## src/verilog/rsx_params.svh

```systemverilog
`ifndef RSX_PARAMS_SVH
`define RSX_PARAMS_SVH

// Register byte offsets on the AHB-Lite port
`define RSX_ACC_OFS        32'h0000_0000
`define RSX_STATUS_OFS     32'h0000_0004
`define RSX_RESULT_OFS     32'h0000_0008

// Status register field positions
`define RSX_CARRY_BIT      0
`define RSX_HALF_BIT       1
`define RSX_ZERO_BIT       2
`define RSX_OVF_BIT        3
`define RSX_MIE_BIT        4

// Reset values
`define RSX_ACC_RST        8'h00
`define RSX_FLAG_RST       1'b0
`define RSX_MIE_RST        1'b0

// Fixed data values
`define RSX_ALL_ONES       8'hff
`define RSX_BYTE_ZERO      8'h00
`define RSX_BYTE_ONE       8'h01
`define RSX_UNMAPPED_RD    32'h0000_0000

`endif

```

## src/verilog/rsx_pkg.sv

```systemverilog
`default_nettype none
package rsx_pkg;

   // Instructions this datapath executes
   typedef enum logic [4:0] {
      OP_CALL_EXIT_LOAD_LITERAL,
      OP_INTERRUPT_EXIT,
      OP_MEMORY_ROTATE_LEFT,
      OP_ACC_ROTATE_LEFT,
      OP_MEMORY_ROTATE_LEFT_CARRY,
      OP_ACC_ROTATE_LEFT_CARRY,
      OP_MEMORY_ROTATE_RIGHT,
      OP_ACC_ROTATE_RIGHT,
      OP_MEMORY_ROTATE_RIGHT_THRU_CY,
      OP_ACC_ROTATE_RIGHT_THRU_CY,
      OP_MINUS_WITH_BORROW_TO_ACC,
      OP_MINUS_WITH_BORROW_TO_MEM,
      OP_MINUS_MEMORY_TO_ACC,
      OP_MINUS_MEMORY_TO_MEM,
      OP_MINUS_LITERAL_TO_ACC,
      OP_DECREMENT_SKIP_ZERO,
      OP_DECREMENT_TO_ACC_SKIP_ZERO,
      OP_INCREMENT_SKIP_ZERO,
      OP_INCREMENT_TO_ACC_SKIP_ZERO,
      OP_SKIP_BIT_NONZERO,
      OP_SET_ALL,
      OP_SET_BIT,
      OP_NIBBLE_SWAP
   } rsx_op_t;

   // Issue slot state
   typedef enum logic {
      ST_EXEC,
      ST_DUMMY
   } rsx_state_t;

endpackage : rsx_pkg
`default_nettype wire

```

## src/verilog/rsx_exec.sv

```systemverilog
// Notes on behaviour
// (RULE1) Literal return: pop PC, load ACC, flags kept
// (RULE2) Interrupt exit: pop PC, set master enable
// (RULE3) Pending interrupt serviced before main resumes
// (RULE4) Rotate left, bit 7 into bit 0
// (RULE5) Rotate left through carry, nine-bit loop
// (RULE6) Rotate right, bit 0 into bit 7
// (RULE7) Rotate right through carry, nine-bit loop
// (RULE8) Borrow subtract: ACC minus operand minus not-C
// (RULE9) Subtract: C means no borrow; OV, Z, AC
// (RULE10) Plain subtract of memory or literal
// (RULE11) Decrement memory, skip when result zero
// (RULE12) Increment memory, skip when result zero
// (RULE13) ACC forms keep memory, skip on zero
// (RULE14) Taken skip adds one dummy slot
// (RULE15) Skip when selected memory bit is one
// (RULE16) Set-all writes all ones, flags kept
// (RULE17) Set-bit forces one bit only
// (RULE18) Nibble swap written back to memory
// (RULE19) Eight-bit data, flags commit with result
//
// Decided for this implementation: the AHB-Lite register port and the address map.
`include "rsx_params.svh"
`default_nettype none

module rsx_exec
   import rsx_pkg::*;
(
   input  wire logic        clk,
   input  wire logic        resetn,
   // Issue port from the instruction sequencer
   input  wire logic        issue_valid,
   input  wire rsx_op_t     issue_op,
   input  wire logic [7:0]  issue_imm,
   input  wire logic [2:0]  issue_bit,
   input  wire logic [7:0]  issue_addr,
   input  wire logic [7:0]  mem_rdata,
   input  wire logic        irq_pending,
   output logic             issue_ready_ff,
   output logic             mem_we_ff,
   output logic [7:0]       mem_waddr_ff,
   output logic [7:0]       mem_wdata_ff,
   output logic             pop_pc_ff,
   output logic             skip_ff,
   output logic             irq_service_ff,
   output logic [7:0]       acc_ff,
   output logic             master_irq_enable_ff,
   // AHB-Lite slave
   input  wire logic        hsel,
   input  wire logic [31:0] haddr,
   input  wire logic [1:0]  htrans,
   input  wire logic        hwrite,
   input  wire logic [2:0]  hsize,
   input  wire logic [31:0] hwdata,
   input  wire logic        hready,
   output logic             hreadyout_ff,
   output logic [31:0]      hrdata_ff,
   output logic             hresp_ff
);

   // Flag registers; carry set means no borrow
   logic        carry_ff;
   logic        half_carry_flag_ff, zero_ff, overflow_flag_ff;
   logic [7:0]  result_ff;         // Last computed result
   rsx_state_t  state_ff;          // Issue slot, dummy after a skip
   // Bus pipeline registers
   logic        wr_pend_ff, rd_pend_ff;
   logic [31:0] wr_addr_ff, rd_addr_ff;
   // Datapath decode outputs
   logic [7:0]  res;
   logic        wr_acc, wr_mem, upd_c, new_c;
   logic        upd_arith, skip_cond, do_pop, irq_exit;
   // Subtract operands and raw results
   logic [7:0]  sub_b;
   logic [8:0]  sub_full;          // Top bit is the borrow out
   logic [4:0]  sub_low;           // Top bit is the nibble borrow
   logic        sub_cin, sub_ovf;

   wire        take     = issue_valid && issue_ready_ff;
   wire [7:0]  bit_mask = `RSX_BYTE_ONE << issue_bit;
   wire [7:0]  dec_val  = mem_rdata - `RSX_BYTE_ONE;
   wire [7:0]  inc_val  = mem_rdata + `RSX_BYTE_ONE;
   wire        is_sbc   = (issue_op == OP_MINUS_WITH_BORROW_TO_ACC) ||
                          (issue_op == OP_MINUS_WITH_BORROW_TO_MEM);

   // (RULE8) Borrow enters as inverted carry
   assign sub_b    = (issue_op == OP_MINUS_LITERAL_TO_ACC) ? issue_imm
                                                            : mem_rdata;
   assign sub_cin  = is_sbc ? ~carry_ff : 1'b0;
   // (RULE9) Nine-bit difference exposes the borrow
   assign sub_full = {1'b0, acc_ff} - {1'b0, sub_b} - {8'h00, sub_cin};
   assign sub_low  = {1'b0, acc_ff[3:0]} - {1'b0, sub_b[3:0]}
                     - {4'h0, sub_cin};
   assign sub_ovf  = (acc_ff[7] != sub_b[7]) && (sub_full[7] != acc_ff[7]);

   // Bus address phase qualifiers
   wire addr_ok  = hsel && htrans[1] && hready;
   wire bus_wr   = addr_ok && hwrite;
   wire bus_rd   = addr_ok && !hwrite;
   wire wr_acc_r = wr_pend_ff && (wr_addr_ff == `RSX_ACC_OFS);
   wire wr_sts_r = wr_pend_ff && (wr_addr_ff == `RSX_STATUS_OFS);

   // Per-instruction result and side effects
   always_comb
   begin
      res       = `RSX_BYTE_ZERO;
      wr_acc    = 1'b0;
      wr_mem    = 1'b0;
      upd_c     = 1'b0;
      new_c     = carry_ff;
      upd_arith = 1'b0;
      skip_cond = 1'b0;
      do_pop    = 1'b0;
      irq_exit  = 1'b0;
      unique case (issue_op)
         // (RULE1) Pop and literal load
         OP_CALL_EXIT_LOAD_LITERAL:
         begin
            res    = issue_imm;
            wr_acc = 1'b1;
            do_pop = 1'b1;
         end
         // (RULE2) Pop, enable set below
         OP_INTERRUPT_EXIT:
         begin
            do_pop   = 1'b1;
            irq_exit = 1'b1;
         end
         // (RULE4) Plain left rotate
         OP_MEMORY_ROTATE_LEFT, OP_ACC_ROTATE_LEFT:
         begin
            res    = {mem_rdata[6:0], mem_rdata[7]};
            wr_mem = (issue_op == OP_MEMORY_ROTATE_LEFT);
            wr_acc = !wr_mem;
         end
         // (RULE5) Left through carry
         OP_MEMORY_ROTATE_LEFT_CARRY, OP_ACC_ROTATE_LEFT_CARRY:
         begin
            res    = {mem_rdata[6:0], carry_ff};
            new_c  = mem_rdata[7];
            upd_c  = 1'b1;
            wr_mem = (issue_op == OP_MEMORY_ROTATE_LEFT_CARRY);
            wr_acc = !wr_mem;
         end
         // (RULE6) Plain right rotate
         OP_MEMORY_ROTATE_RIGHT, OP_ACC_ROTATE_RIGHT:
         begin
            res    = {mem_rdata[0], mem_rdata[7:1]};
            wr_mem = (issue_op == OP_MEMORY_ROTATE_RIGHT);
            wr_acc = !wr_mem;
         end
         // (RULE7) Right through carry
         OP_MEMORY_ROTATE_RIGHT_THRU_CY, OP_ACC_ROTATE_RIGHT_THRU_CY:
         begin
            res    = {carry_ff, mem_rdata[7:1]};
            new_c  = mem_rdata[0];
            upd_c  = 1'b1;
            wr_mem = (issue_op == OP_MEMORY_ROTATE_RIGHT_THRU_CY);
            wr_acc = !wr_mem;
         end
         // (RULE8) (RULE10) All subtract forms share one path
         OP_MINUS_WITH_BORROW_TO_ACC, OP_MINUS_WITH_BORROW_TO_MEM,
         OP_MINUS_MEMORY_TO_ACC, OP_MINUS_MEMORY_TO_MEM,
         OP_MINUS_LITERAL_TO_ACC:
         begin
            res       = sub_full[7:0];
            new_c     = ~sub_full[8];
            upd_c     = 1'b1;
            upd_arith = 1'b1;
            wr_mem    = (issue_op == OP_MINUS_WITH_BORROW_TO_MEM) ||
                        (issue_op == OP_MINUS_MEMORY_TO_MEM);
            wr_acc    = !wr_mem;
         end
         // (RULE11) (RULE13) Decrement into memory or ACC
         OP_DECREMENT_SKIP_ZERO, OP_DECREMENT_TO_ACC_SKIP_ZERO:
         begin
            res       = dec_val;
            wr_mem    = (issue_op == OP_DECREMENT_SKIP_ZERO);
            wr_acc    = !wr_mem;
            skip_cond = (dec_val == `RSX_BYTE_ZERO);
         end
         // (RULE12) (RULE13) Increment into memory or ACC
         OP_INCREMENT_SKIP_ZERO, OP_INCREMENT_TO_ACC_SKIP_ZERO:
         begin
            res       = inc_val;
            wr_mem    = (issue_op == OP_INCREMENT_SKIP_ZERO);
            wr_acc    = !wr_mem;
            skip_cond = (inc_val == `RSX_BYTE_ZERO);
         end
         // (RULE15) Bit test, nothing written
         OP_SKIP_BIT_NONZERO:
         begin
            res       = mem_rdata;
            skip_cond = |(mem_rdata & bit_mask);
         end
         // (RULE16) All ones
         OP_SET_ALL:
         begin
            res    = `RSX_ALL_ONES;
            wr_mem = 1'b1;
         end
         // (RULE17) One bit forced high
         OP_SET_BIT:
         begin
            res    = mem_rdata | bit_mask;
            wr_mem = 1'b1;
         end
         // (RULE18) Nibbles exchanged in place
         OP_NIBBLE_SWAP:
         begin
            res    = {mem_rdata[3:0], mem_rdata[7:4]};
            wr_mem = 1'b1;
         end
         // Unused codes act as a no-op: nothing written
         default:
         begin
            res = `RSX_BYTE_ZERO;
         end
      endcase
   end

   // Next values for datapath state
   wire       skip_now = take && skip_cond;
   wire [7:0] nxt_acc  = (take && wr_acc) ? res
                       : wr_acc_r ? hwdata[7:0] : acc_ff;
   // (RULE14) Dummy slot follows a taken skip
   wire rsx_state_t nxt_state = skip_now ? ST_DUMMY : ST_EXEC;

   // Accumulator and slot state; instruction beats a bus write
   always_ff @(posedge clk)
   begin
      if (!resetn)
      begin
         acc_ff         <= `RSX_ACC_RST;
         state_ff       <= ST_EXEC;
         issue_ready_ff <= 1'b1;
      end
      else
      begin
         acc_ff         <= nxt_acc;
         state_ff       <= nxt_state;
         issue_ready_ff <= (nxt_state == ST_EXEC);
      end
   end

   // (RULE19) Flags commit on the same edge as the result
   always_ff @(posedge clk)
   begin
      if (!resetn)
      begin
         carry_ff             <= `RSX_FLAG_RST;
         half_carry_flag_ff   <= `RSX_FLAG_RST;
         zero_ff              <= `RSX_FLAG_RST;
         overflow_flag_ff     <= `RSX_FLAG_RST;
         master_irq_enable_ff <= `RSX_MIE_RST;
      end
      else
      begin
         if (take && upd_c)
            carry_ff <= new_c;
         else if (wr_sts_r)
            carry_ff <= hwdata[`RSX_CARRY_BIT];
         // (RULE9) AC, Z and OV only from subtracts
         if (take && upd_arith)
         begin
            half_carry_flag_ff <= ~sub_low[4];
            zero_ff            <= (sub_full[7:0] == `RSX_BYTE_ZERO);
            overflow_flag_ff   <= sub_ovf;
         end
         else if (wr_sts_r)
         begin
            half_carry_flag_ff <= hwdata[`RSX_HALF_BIT];
            zero_ff            <= hwdata[`RSX_ZERO_BIT];
            overflow_flag_ff   <= hwdata[`RSX_OVF_BIT];
         end
         // (RULE2) Interrupt exit forces enable high
         if (take && irq_exit)
            master_irq_enable_ff <= 1'b1;
         else if (wr_sts_r)
            master_irq_enable_ff <= hwdata[`RSX_MIE_BIT];
      end
   end

   // Strobes towards memory, stack and sequencer
   always_ff @(posedge clk)
   begin
      if (!resetn)
      begin
         mem_we_ff      <= 1'b0;
         mem_waddr_ff   <= `RSX_BYTE_ZERO;
         mem_wdata_ff   <= `RSX_BYTE_ZERO;
         result_ff      <= `RSX_BYTE_ZERO;
         pop_pc_ff      <= 1'b0;
         skip_ff        <= 1'b0;
         irq_service_ff <= 1'b0;
      end
      else
      begin
         mem_we_ff      <= take && wr_mem;
         mem_waddr_ff   <= take ? issue_addr : mem_waddr_ff;
         mem_wdata_ff   <= take ? res : mem_wdata_ff;
         result_ff      <= take ? res : result_ff;
         pop_pc_ff      <= take && do_pop;
         skip_ff        <= skip_now;
         // (RULE3) Vector to pending interrupt before resuming
         irq_service_ff <= take && irq_exit && irq_pending;
      end
   end

   // Read mux, sampled one cycle after the address phase
   wire [31:0] rd_mux =
      (rd_addr_ff == `RSX_ACC_OFS)    ? {24'h000000, acc_ff} :
      (rd_addr_ff == `RSX_STATUS_OFS) ? {27'h0000000, master_irq_enable_ff,
                                         overflow_flag_ff, zero_ff,
                                         half_carry_flag_ff, carry_ff} :
      (rd_addr_ff == `RSX_RESULT_OFS) ? {24'h000000, result_ff} :
      `RSX_UNMAPPED_RD;

   // AHB-Lite slave: writes zero-wait, reads one wait state
   always_ff @(posedge clk)
   begin
      if (!resetn)
      begin
         wr_pend_ff   <= 1'b0;
         wr_addr_ff   <= 32'h0000_0000;
         rd_pend_ff   <= 1'b0;
         rd_addr_ff   <= 32'h0000_0000;
         hreadyout_ff <= 1'b1;
         hrdata_ff    <= 32'h0000_0000;
         hresp_ff     <= 1'b0;
      end
      else
      begin
         wr_pend_ff   <= bus_wr;
         wr_addr_ff   <= bus_wr ? haddr : wr_addr_ff;
         rd_pend_ff   <= bus_rd;
         rd_addr_ff   <= bus_rd ? haddr : rd_addr_ff;
         // Wait state lets a just-written value reach the mux
         hreadyout_ff <= !bus_rd;
         hrdata_ff    <= rd_pend_ff ? rd_mux : hrdata_ff;
         hresp_ff     <= 1'b0;
      end
   end
endmodule : rsx_exec
`default_nettype wire

```

## config.mk

```make
export PLATFORM = sky130hd
export DESIGN_NAME = rsx_exec
export DESIGN_NICKNAME = d
export VERILOG_FILES = /design/src/verilog/rsx_pkg.sv /design/src/verilog/rsx_exec.sv
export VERILOG_INCLUDE_DIRS = /design/src /design/src/verilog
export SDC_FILE = /design/constraint.sdc
export NUM_CORES = 1
export LEC_CHECK = 0
export ABC_AREA = 1
export ABC_CLOCK_PERIOD_IN_PS = 4810
export BUFFER_PORTS_ARGS = -buffer_cell sky130_fd_sc_hd__buf_2
export CAP_MARGIN = 20
export CORE_AREA = 2 2 140 142
export CTS_BUF_LIST = sky130_fd_sc_hd__clkbuf_8
export CTS_CLUSTER_DIAMETER = 60
export DETAILED_ROUTE_END_ITERATION = 10
export DIE_AREA = 0 0 142 144
export HOLD_SLACK_MARGIN = 0.15
export RECOVER_POWER = 50
export SYNTH_ARGS = -nofsm -noshare
export SYNTH_HDL_FRONTEND = slang
export SYNTH_SLANG_ARGS = --single-unit
```

## constraint.sdc

```tcl
create_clock -name clk -period 4.81 [get_ports clk]
set_clock_uncertainty 0.15 [all_clocks]
set_input_delay 0.481 -clock clk [delete_from_list [all_inputs] [get_ports clk]]
set_output_delay 0.481 -clock clk [all_outputs]
set_load 0.1 [all_outputs]
```

==> After elaboration in Yosys (flattened, before gate mapping) <==
Cells that the tools add are included.
{ "totals": {"wordCells": 136, "mem_count": 0, "regBits": 133, "ramBits": 0, "in_bits": 108, "output_inout_bits": 64, "mem_bits_ro": 0, "latchBits": 0} }
{ "classes": {"n_mul": 0, "n_shift": 1, "bitwise_logic": 6, "muxes": 27, "reduce_logical": 49, "div": 0, "magnitude_cmp": 0, "n_eq_ne": 28, "add_sub_neg": 6} }
{ "op_table": {"columns": ["op", "n"], "rows": [
  ["one-hot mux 8 bit (12 select lines)", 1],
  ["== test 32 x 3 -> 1 bit, second input constant", 2],
  ["zero test 32 bit", 2],
  ["two-way mux 8 bit", 6],
  ["== test 5 x 4 -> 1 bit, second input constant", 8],
  ["== test 5 bit, second input constant", 7],
  ["== test 32 x 4 -> 1 bit, second input constant", 1],
  ["zero test 8 bit", 3],
  ["== test 5 x 3 -> 1 bit, second input constant", 4],
  ["logical AND 1 bit", 16],
  ["two-way mux 1 bit", 16],
  ["one-hot mux 1 bit (8 select lines)", 2],
  ["OR reduction 2 bit", 7],
  ["== test 5 x 2 -> 1 bit, second input constant", 2],
  ["zero test 1 bit", 9],
  ["OR reduction 9 bit", 1],
  ["subtractor 8 x 8 -> 9 bit", 1],
  ["subtractor 9 x 1 -> 9 bit", 1],
  ["adder 8 x 1 -> 8 bit, second input constant", 1],
  ["AND 8 bit", 1],
  ["bitwise OR 8 bit", 1],
  ["nonzero test 2 bit", 4],
  ["OR reduction 8 bit", 1],
  ["<< shifter 1 x 3 -> 8 bit, first input constant", 1],
  ["other kinds (13)", 19]
]} }

==> Logic depth before layout (Yosys ltp) <==
Gate-level depths: netlist of the first run.
{ "depth": {"depth_word": 7, "ltp_mapped": 20, "mapped_depth_nobuf": 19} }

==> Worst setup path after synthesis of the first run <==
Ideal clock, no wire load.
{ "synth_path": {"kind": "in2reg", "startpoint": "input port issue_op[3]", "endpoint": "register result_ff[4]", "setup_ns": 0.118, "required_time_ns": 4.542, "arrival_time_ns": 3.086, "cell_stages": 17, "path_slack_ns": 1.456, "path_buffers": 1, "path_cell_list": "inv_1 > nor2_1 > nand2_1 > nor2_1 > clkbuf_1 > o21ai_0 > fa_1 > fa_1 > nand2_1 > nand2_1 > nand2_1 > xor2_1 > nor2_1 > nor2_1 > nand3_1 > o211ai_1 > inv_1"} }
{ "synth_via": {"elab_chain_cells": 5, "word_cells_on_any_way": 35, "cone_classes": "add/sub: 2; eq/ne: 21; mux: 3; reduce/logical: 9"} }
{ "synth_rtl": {"columns": ["element", "line_no", "text"], "rows": [
  ["start: declaration", "rsx_exec.sv:33", "input wire rsx_op_t issue_op,"],
  ["== test 5 x 4 -> 1 bit, on equally long branches", null, null],
  ["two-way mux 8 bit or logical OR 1 bit (tied branches)", "rsx_exec.sv:87, rsx_exec.sv:83", null],
  ["subtractor 8 x 8 -> 9 bit or two-way mux 1 bit (tied branches)", "rsx_exec.sv:91, rsx_exec.sv:89", null],
  ["subtractor 9 x 1 -> 9 bit", "rsx_exec.sv:91", "assign sub_full = {1'b0, acc_ff} - {1'b0, sub_b} - {8'h00, sub_cin};"],
  ["one-hot mux 8 bit (12 select lines) (*)", "rsx_exec.sv:115", "unique case (issue_op)"],
  ["end signal: assignment", "rsx_exec.sv:292", "result_ff <= `RSX_BYTE_ZERO;"],
  ["end signal: assignment", "rsx_exec.sv:302", "result_ff <= take ? res : result_ff;"],
  ["end: declaration", "rsx_exec.sv:64", "logic [7:0] result_ff;"]
]} }
Mark *: on every way between the ends. The rest lies on a longest branch, timed or not.
A chain may end at the register's enable or synchronous reset.

==> Worst setup path in the final report of the first run <==
Ends and elaborated chain as after synthesis.

==> results of run 1 <==
-- where the power goes --
group	switching [W]	internal, W	leakage [nW]	total [W]
clock	0.000329	0.000264	0.103	0.000593
sequential	0.0000247	0.000936	0.887	0.000961
combinational	0.000493	0.000149	2.54	0.000643
-- state kept, by name (all words and copies together), names as in the netlist, 8 cells and up --
name          cells
acc_ff            8
hrdata_ff         8
mem_waddr_ff      8
rd_addr_ff       32
result_ff         8
wr_addr_ff       32
-- worst max-delay path: stages --
cell and delay (ps):
buf_2 120, inv_1 90, nor2_1 220, nand2_1 110
nor2_1 440, o21ai_0 200, fa_1 460, fa_1 410
nand2_1 80, nand2_1 60, nand2_1 150, xor2_1 230
nor2_1 80, nor2_1 130, nand3_1 110, o211ai_1 140
inv_1 60
-- final timing paths --
path,start,to,cells past startpoint
setup / recovery,issue_op[3],result_ff[4],17
hold / removal,haddr[23],rd_addr_ff[23],3
setup reg to reg,acc_ff[0],result_ff[4],12
hold reg to reg,wr_addr_ff[20],wr_addr_ff[20],2
-- cell usage in the layout, fill, tap and decap left out, types with 10 or more instances in the layout --
master / synthesis / layout
nand2_1: 203 / 203
nor2_1: 155 / 154
inv_1: 145 / 145
dfxtp_1: 109 / 109
o21ai_0: 93 / 93
buf_2: 7 / 88
nand3_1: 81 / 81
a21oi_1: 51 / 51
clkbuf_1: 24 / 32
nand4_1: 27 / 27
conb_1: 1 / 25
o22ai_1: 18 / 18
ha_1: 18 / 18
nor3_1: 12 / 12
clkbuf_8: 0 / 10
-- cell type report --
class	instances	share of cell area, %
Tap cell	238	4.04
Sequential cell	109	29.6
Multi-Input combinational cell	729	47.7
Inverter	148	7.54
Clock inverter	6	1.04
Clock buffer	10	1.87
Timing Repair Buffer	125	8.19
-- metrics by stage --
| step | util [%] | hold slack [ps] | total power (W) | cell area, µm² |
|---|---|---|---|---|
| after floorplan | - | 279 | 0.00149 | 6610 |
| after global placement | 37.6 | 293 | 0.00162 | 7180 |
| after detailed placement | 37.6 | 298 | 0.00162 | 7180 |
| after CTS | 38.8 | 152 | 0.00223 | 7410 |
| after global routing | 38.6 | 166 | 0.00233 | 7370 |
| final | 38.6 | 179 | 0.00220 | 7370 |
-- per-layer routing --
metal | routed length, µm | track usage (%)
met1 | 8850 | 25.6
met2 | 8920 | 30.8
met3 | 1250 | 3.48
met4 | 388 | 5.63
met5 | 0 | 0
-- cells by family after synthesis --
family | count (synthesis) | synth area share, %
fa+ha+maj | 20 | 4.07
simple gates | 494 | 32.1
other cells | 1 | 0.0575
xor+xnor | 11 | 1.48
compound gates | 179 | 14.8
buf+inv | 211 | 14.0
flops | 109 | 33.5
==> key figures, run 1 <==
Run status
  • Result of the run: finished, violations left
  • Violations in the final reports: capacitance limit, slew limit

Placed design
  • Number of cells after detailed placement: approximately 1300
  • Final HPWL DP: 15000 µm
  • Count of input and output buffers: 118
  • Routability congestion estimate: ~0.90
  • Minimum setup slack after placement: approximately 1100 ps

STA
  • Crit share post-route: roughly 72%
  • RSZ-0062 raised after global routing: false
  • Setup TNS Final: 0 ps
  • Number of failing hold endpoints at the final stage: 0
  • Max-slew violation total from the final report: 53
  • Final min period: 3470 ps
  • Maximum clock frequency: 0.288 GHz
  • Relative slew margins: -22.5%
  • Final Setup Violations: 0
  • Slew @ Worst Pin: 1840 ps
  • Final WS setup: between 1000 and 1500 ps

Critical path
  • Required time reported for the critical path endpoint: 4930 ps
  • Type of element capturing the critical path: flip-flop
  • Setup slack, reg-to-reg: slightly above 2000 ps
  • CP startpoint kind: input pin
  • Largest fanout on the critical path: 6
  • Critical path class: input pin to flip-flop
  • Critical path arrival: about 3600 ps

Job
  • Max cap viols: 1

Synthesis
  • Fraction of registers with async set/reset: 0%
  • Synth warnings: 0
  • Main area contributors after synthesis: dfxtp_1 (33%), nand2_1 (12%), nor2_1 (8.9%), inv_1 (8.3%), o21ai_0 (7.1%)
  • Flop and latch count out of synthesis: 109
  • Most common flop cell mapped by yosys: dfxtp_1
  • Gate Count Post-Synth: 1025
  • Synthesized area: 0.00652 mm²
  • Top post-synthesis cells by count: nand2_1 (203), nor2_1 (155), inv_1 (145)
  • Avg Cell Area, Syn: around 6.4 µm²
  • Leading cell type by number of instances after synthesis: nand2_1
  • Count of flip-flops with a built-in enable after synthesis: 0
  • Yosys top cell area share: 33.5%
  • Sequential fraction of the synthesis area: 33.5%
  • Cell type with the largest total area after synthesis: dfxtp_1
  • Count of cell types in the netlist: 41

Route
  • DRC: 0
  • 1st-iter DRT viols: 449
  • WL per Instance: between 10 and 15 µm
  • First-pass iteration count of the detailed router: 6
  • Routed WL: slightly below 20000 µm
  • Vias per std cell: 4.84
  • Total number of vias: 6605
  • Antenna Nets Post-Route: 0

Clock tree
  • Number of post-CTS setup repair buffers: 0
  • Gates resized, CTS repair: 0
  • Number of sinks handled by clock tree synthesis: 109
  • Deepest clock path buffer count: 2
  • Post-CTS Hold Fix Bufs: 2
  • Maximum level of the CTS H-tree: 3
  • Root cell of the clock tree: clkbuf_8
  • Number of buffers created by CTS: 9
  • Clk pin slew, worst setup/hold paths: 110 ps
  • Latest clock arrival within the worst-skew pair: 370 ps
  • TritonCTS clock tree: done

Power
  • Leakage power of the design: 3.53 nW
  • PwrDens: 298 mW/mm²
  • Worst-case vdd ir drop: 0.000122 V

Global routing
  • Gr usage total: a little under a fifth
  • Number of global-route vias before repair: 5933
  • Global-route wire length before repair: 30700 µm
  • Remaining Overflow, GRT: 0
  • Antenna violations before repair: 0
  • Pin count of the biggest net entering global routing: 62

Floorplanning
  • Placement row count: 51
  • Die width: 142 µm
  • Initial Utilization: between 30% and 40%
  • Std-Cell Core Area: 0.0191 mm²
  • Die H: 144 µm
  • Die area: 0.0204 mm²
  • # IOs: 172

Cells and area
  • Antenna fix cells: 0
  • Fraction of layout instances using a drive strength above 1: 10.6%
  • Number of nets in the finished design: around 1300
  • Area added between synthesis and finish: 13.0%
  • Area taken by flip-flops and latches: 0.00218 mm²
  • Layout filler cell count: 2126
  • Non-Filler Instances: 1365
  • Total area of multi-input combinational cells: roughly 0.0035 mm²

Min path
  • Worst min path class: input pin to flip-flop
Power figures use the tool's default switching activity.
==> run 2, diff against run 1 <==
- ABC_CLOCK_PERIOD_IN_PS: 4810 -> 3300
- clock period: 4.81 -> 3.3 ns (I/O delays scaled with it)
==> run 2 against run 1 <==
The flow now finishes without violations; global-route usage is 0.65 points higher; count of clock-buffer cells in the layout decreased by 1; highest routed layer unchanged; largest cell class unchanged; largest power group unchanged; final cell count increased by 4.1%; critical path type unchanged; core utilization increased by 2.6 points; clock power up 30%; critical endpoint is now result_ff[6]; critical path depth grew 2; routed wire length rose by 3.3%.
==> key figures, run 2 (synthesis gave the netlist of run 1 again) <==
Run status
  • Result of the run: finished clean

Global routing
  • Pin count of the biggest net entering global routing: 53
  • Gr usage total: between 10% and 20%
  • Number of global-route vias before repair: between 6000 and 7000
  • Global-route wire length before repair: 31800 µm
  • Remaining Overflow, GRT: 0
  • Antenna violations before repair: 0

Power
  • Worst-case vdd ir drop: 0.000251 V
  • Leakage power of the design: 3.78 nW
  • PwrDens: 403 mW/mm²

Cells and area
  • Highest-count cells in the layout ignoring fill and taps: nand2_1 (203), nor2_1 (154), inv_1 (146), dfxtp_1 (109)
  • Layout filler cell count: 2079
  • Biggest registers after layout: rd_addr_ff x32, wr_addr_ff x32
  • Antenna fix cells: 0
  • Most frequent standard cell in the layout excluding fill and tap cells: nand2_1
  • Final instance area: 0.00786 mm²
  • Non-Filler Instances: about 1400
  • Area added between synthesis and finish: 20.6%
  • Number of nets in the finished design: roughly 1300
  • Fraction of layout instances using a drive strength above 1: 11.6%

Critical path
  • Type of element capturing the critical path: flip-flop
  • Delay of the slowest cell on the worst path: 450 ps
  • Critical path, cell by cell: buf_2 > inv_1 > nor2_1 > nand2_1 > nor2_1 > o21ai_0 > fa_1 > fa_1 > nand2_1 > nand2_1 > nand2_1 > buf_4 > nand3_1 > nand2_1 > nand2_1 > nand3_1 > nand4_1 > nand2_1 > inv_1
  • Critical path class: input pin to flip-flop
  • Cell at the slowest stage of the critical path: fa_1
  • Top Family by Delay on Critical Path: simple AND/OR/NAND/NOR gates
  • Required time reported for the critical path endpoint: 3440 ps
  • CP startpoint kind: input pin
  • Critical path arrival: around 3000 ps
  • Buffers and inverters on the worst path: 4
  • Most common cell on crit path: nand2_1
  • Largest fanout on the critical path: 5

Floorplanning
  • Die width: 142 µm
  • Std-Cell Core Area: 0.0191 mm²
  • Die area: 0.0204 mm²
  • # IOs: between 150 and 200
  • Initial Utilization: 34.2%
  • Placement row count: 51
  • Die H: 144 µm

Route
  • First-pass iteration count of the detailed router: 5
  • 1st-iter DRT viols: 415
  • DRC: 0
  • Vias per std cell: 4.85
  • Total number of vias: between 6000 and 7000
  • Antenna Nets Post-Route: 0
  • Routed WL: 20000 µm
  • WL per Instance: 14.1 µm

Clock tree
  • Number of buffers created by CTS: 9
  • Root cell of the clock tree: clkbuf_8
  • Maximum level of the CTS H-tree: 3
  • TritonCTS clock tree: done
  • Number of post-CTS setup repair buffers: 0
  • Clk pin slew, worst setup/hold paths: approximately 110 ps
  • Latest clock arrival within the worst-skew pair: 380 ps
  • Deepest clock path buffer count: 2
  • Number of sinks handled by clock tree synthesis: 109

STA
  • Final Setup Violations: 0
  • Maximum clock frequency: between 0.3 and 0.4 GHz
  • Crit share post-route: 85.8%
  • Final min period: 2830 ps
  • Slew @ Worst Pin: 1410 ps
  • Worst hold margin: roughly 180 ps
  • RSZ-0062 raised after global routing: false
  • Number of failing hold endpoints at the final stage: 0
  • Max-slew violation total from the final report: 0
  • Setup TNS Final: 0 ps
  • Relative slew margins: 6.27%

Placed design
  • Cell area after placement: 0.00728 mm²
  • Final HPWL DP: 15200 µm
  • Routability congestion estimate: 0.919
  • Count of input and output buffers: 118
  • Number of cells after detailed placement: between 1000 and 1500

Job
  • Max cap viols: 0

Min path
  • Worst min path class: input pin to flip-flop
==> run 2: cell types whose count changed in the layout (fill, tap and decap cells not counted), sizes merged <==
cell | before | now
buf | 91 | 109
bufinv | 1 | 0
clkbuf | 42 | 37
clkinv | 1 | 3
dlygate4sd3 | 2 | 44
==> run 2: where the power goes <==
group	total (W)	internal (W)	switching, W
clock	0.000770	0.000285	0.000485
sequential	0.00140	0.00136	0.0000355
combinational	0.000997	0.000266	0.000731
==> run 2: worst paths after layout <==
kind                   from        endpoint  slack (ps)  cells after the start
max             issue_op[3]    result_ff[6]         470                     19
min               hwdata[5]       acc_ff[5]         180                      5
max reg2reg        carry_ff    result_ff[6]         650                     14
min reg2reg  wr_addr_ff[21]  wr_addr_ff[21]         320                      2
==> run 2: metal layers <==
layer / GRT usage [%] / part of all wire [%]
met5: 0 / 0
met4: 5.63 / 2.0
met3: 3.81 / 5.4
met2: 33.5 / 47
met1: 25.1 / 46
==> run 2: final cells by class <==
class	count	area [µm²]	share of cell area, %
clock buffer	9	124	1.58
clock inverter	7	58.8	0.748
inverter	148	556	7.06
multi-input combinational	729	3510	44.7
sequential	109	2180	27.7
tap	238	298	3.79
timing repair buffer	181	1130	14.4
==> run 2: repair_timing <==
| action | in CTS | in global routing |
|---|---|---|
| resized for setup | 0 | 0 |
| hold endpoints to repair | 76 | 0 |
| hold buffers | 44 | 0 |
==> run 2: worst reg2reg max path, stage by stage (launching register included) <==
cell	delay, ps
dfxtp_1	460
nor3_1	140
fa_1	420
fa_1	410
nand2_1	90
nand2_1	60
nand2_1	90
buf_4	120
nand3_1	80
nand2_1	70
nand2_1	60
nand3_1	100
nand4_1	150
nand2_1	120
inv_1	40
==> run 2: stage by stage <==
step                      utilization (%)  total power [W]  worst slack [ps]
after floorplan                         -          0.00217              96.9
after global placement               38.2          0.00238              87.2
after detailed placement             38.2          0.00238              71.5
after CTS                            41.4          0.00319               493
after global routing                 41.2          0.00335               174
final                                41.2          0.00317               467
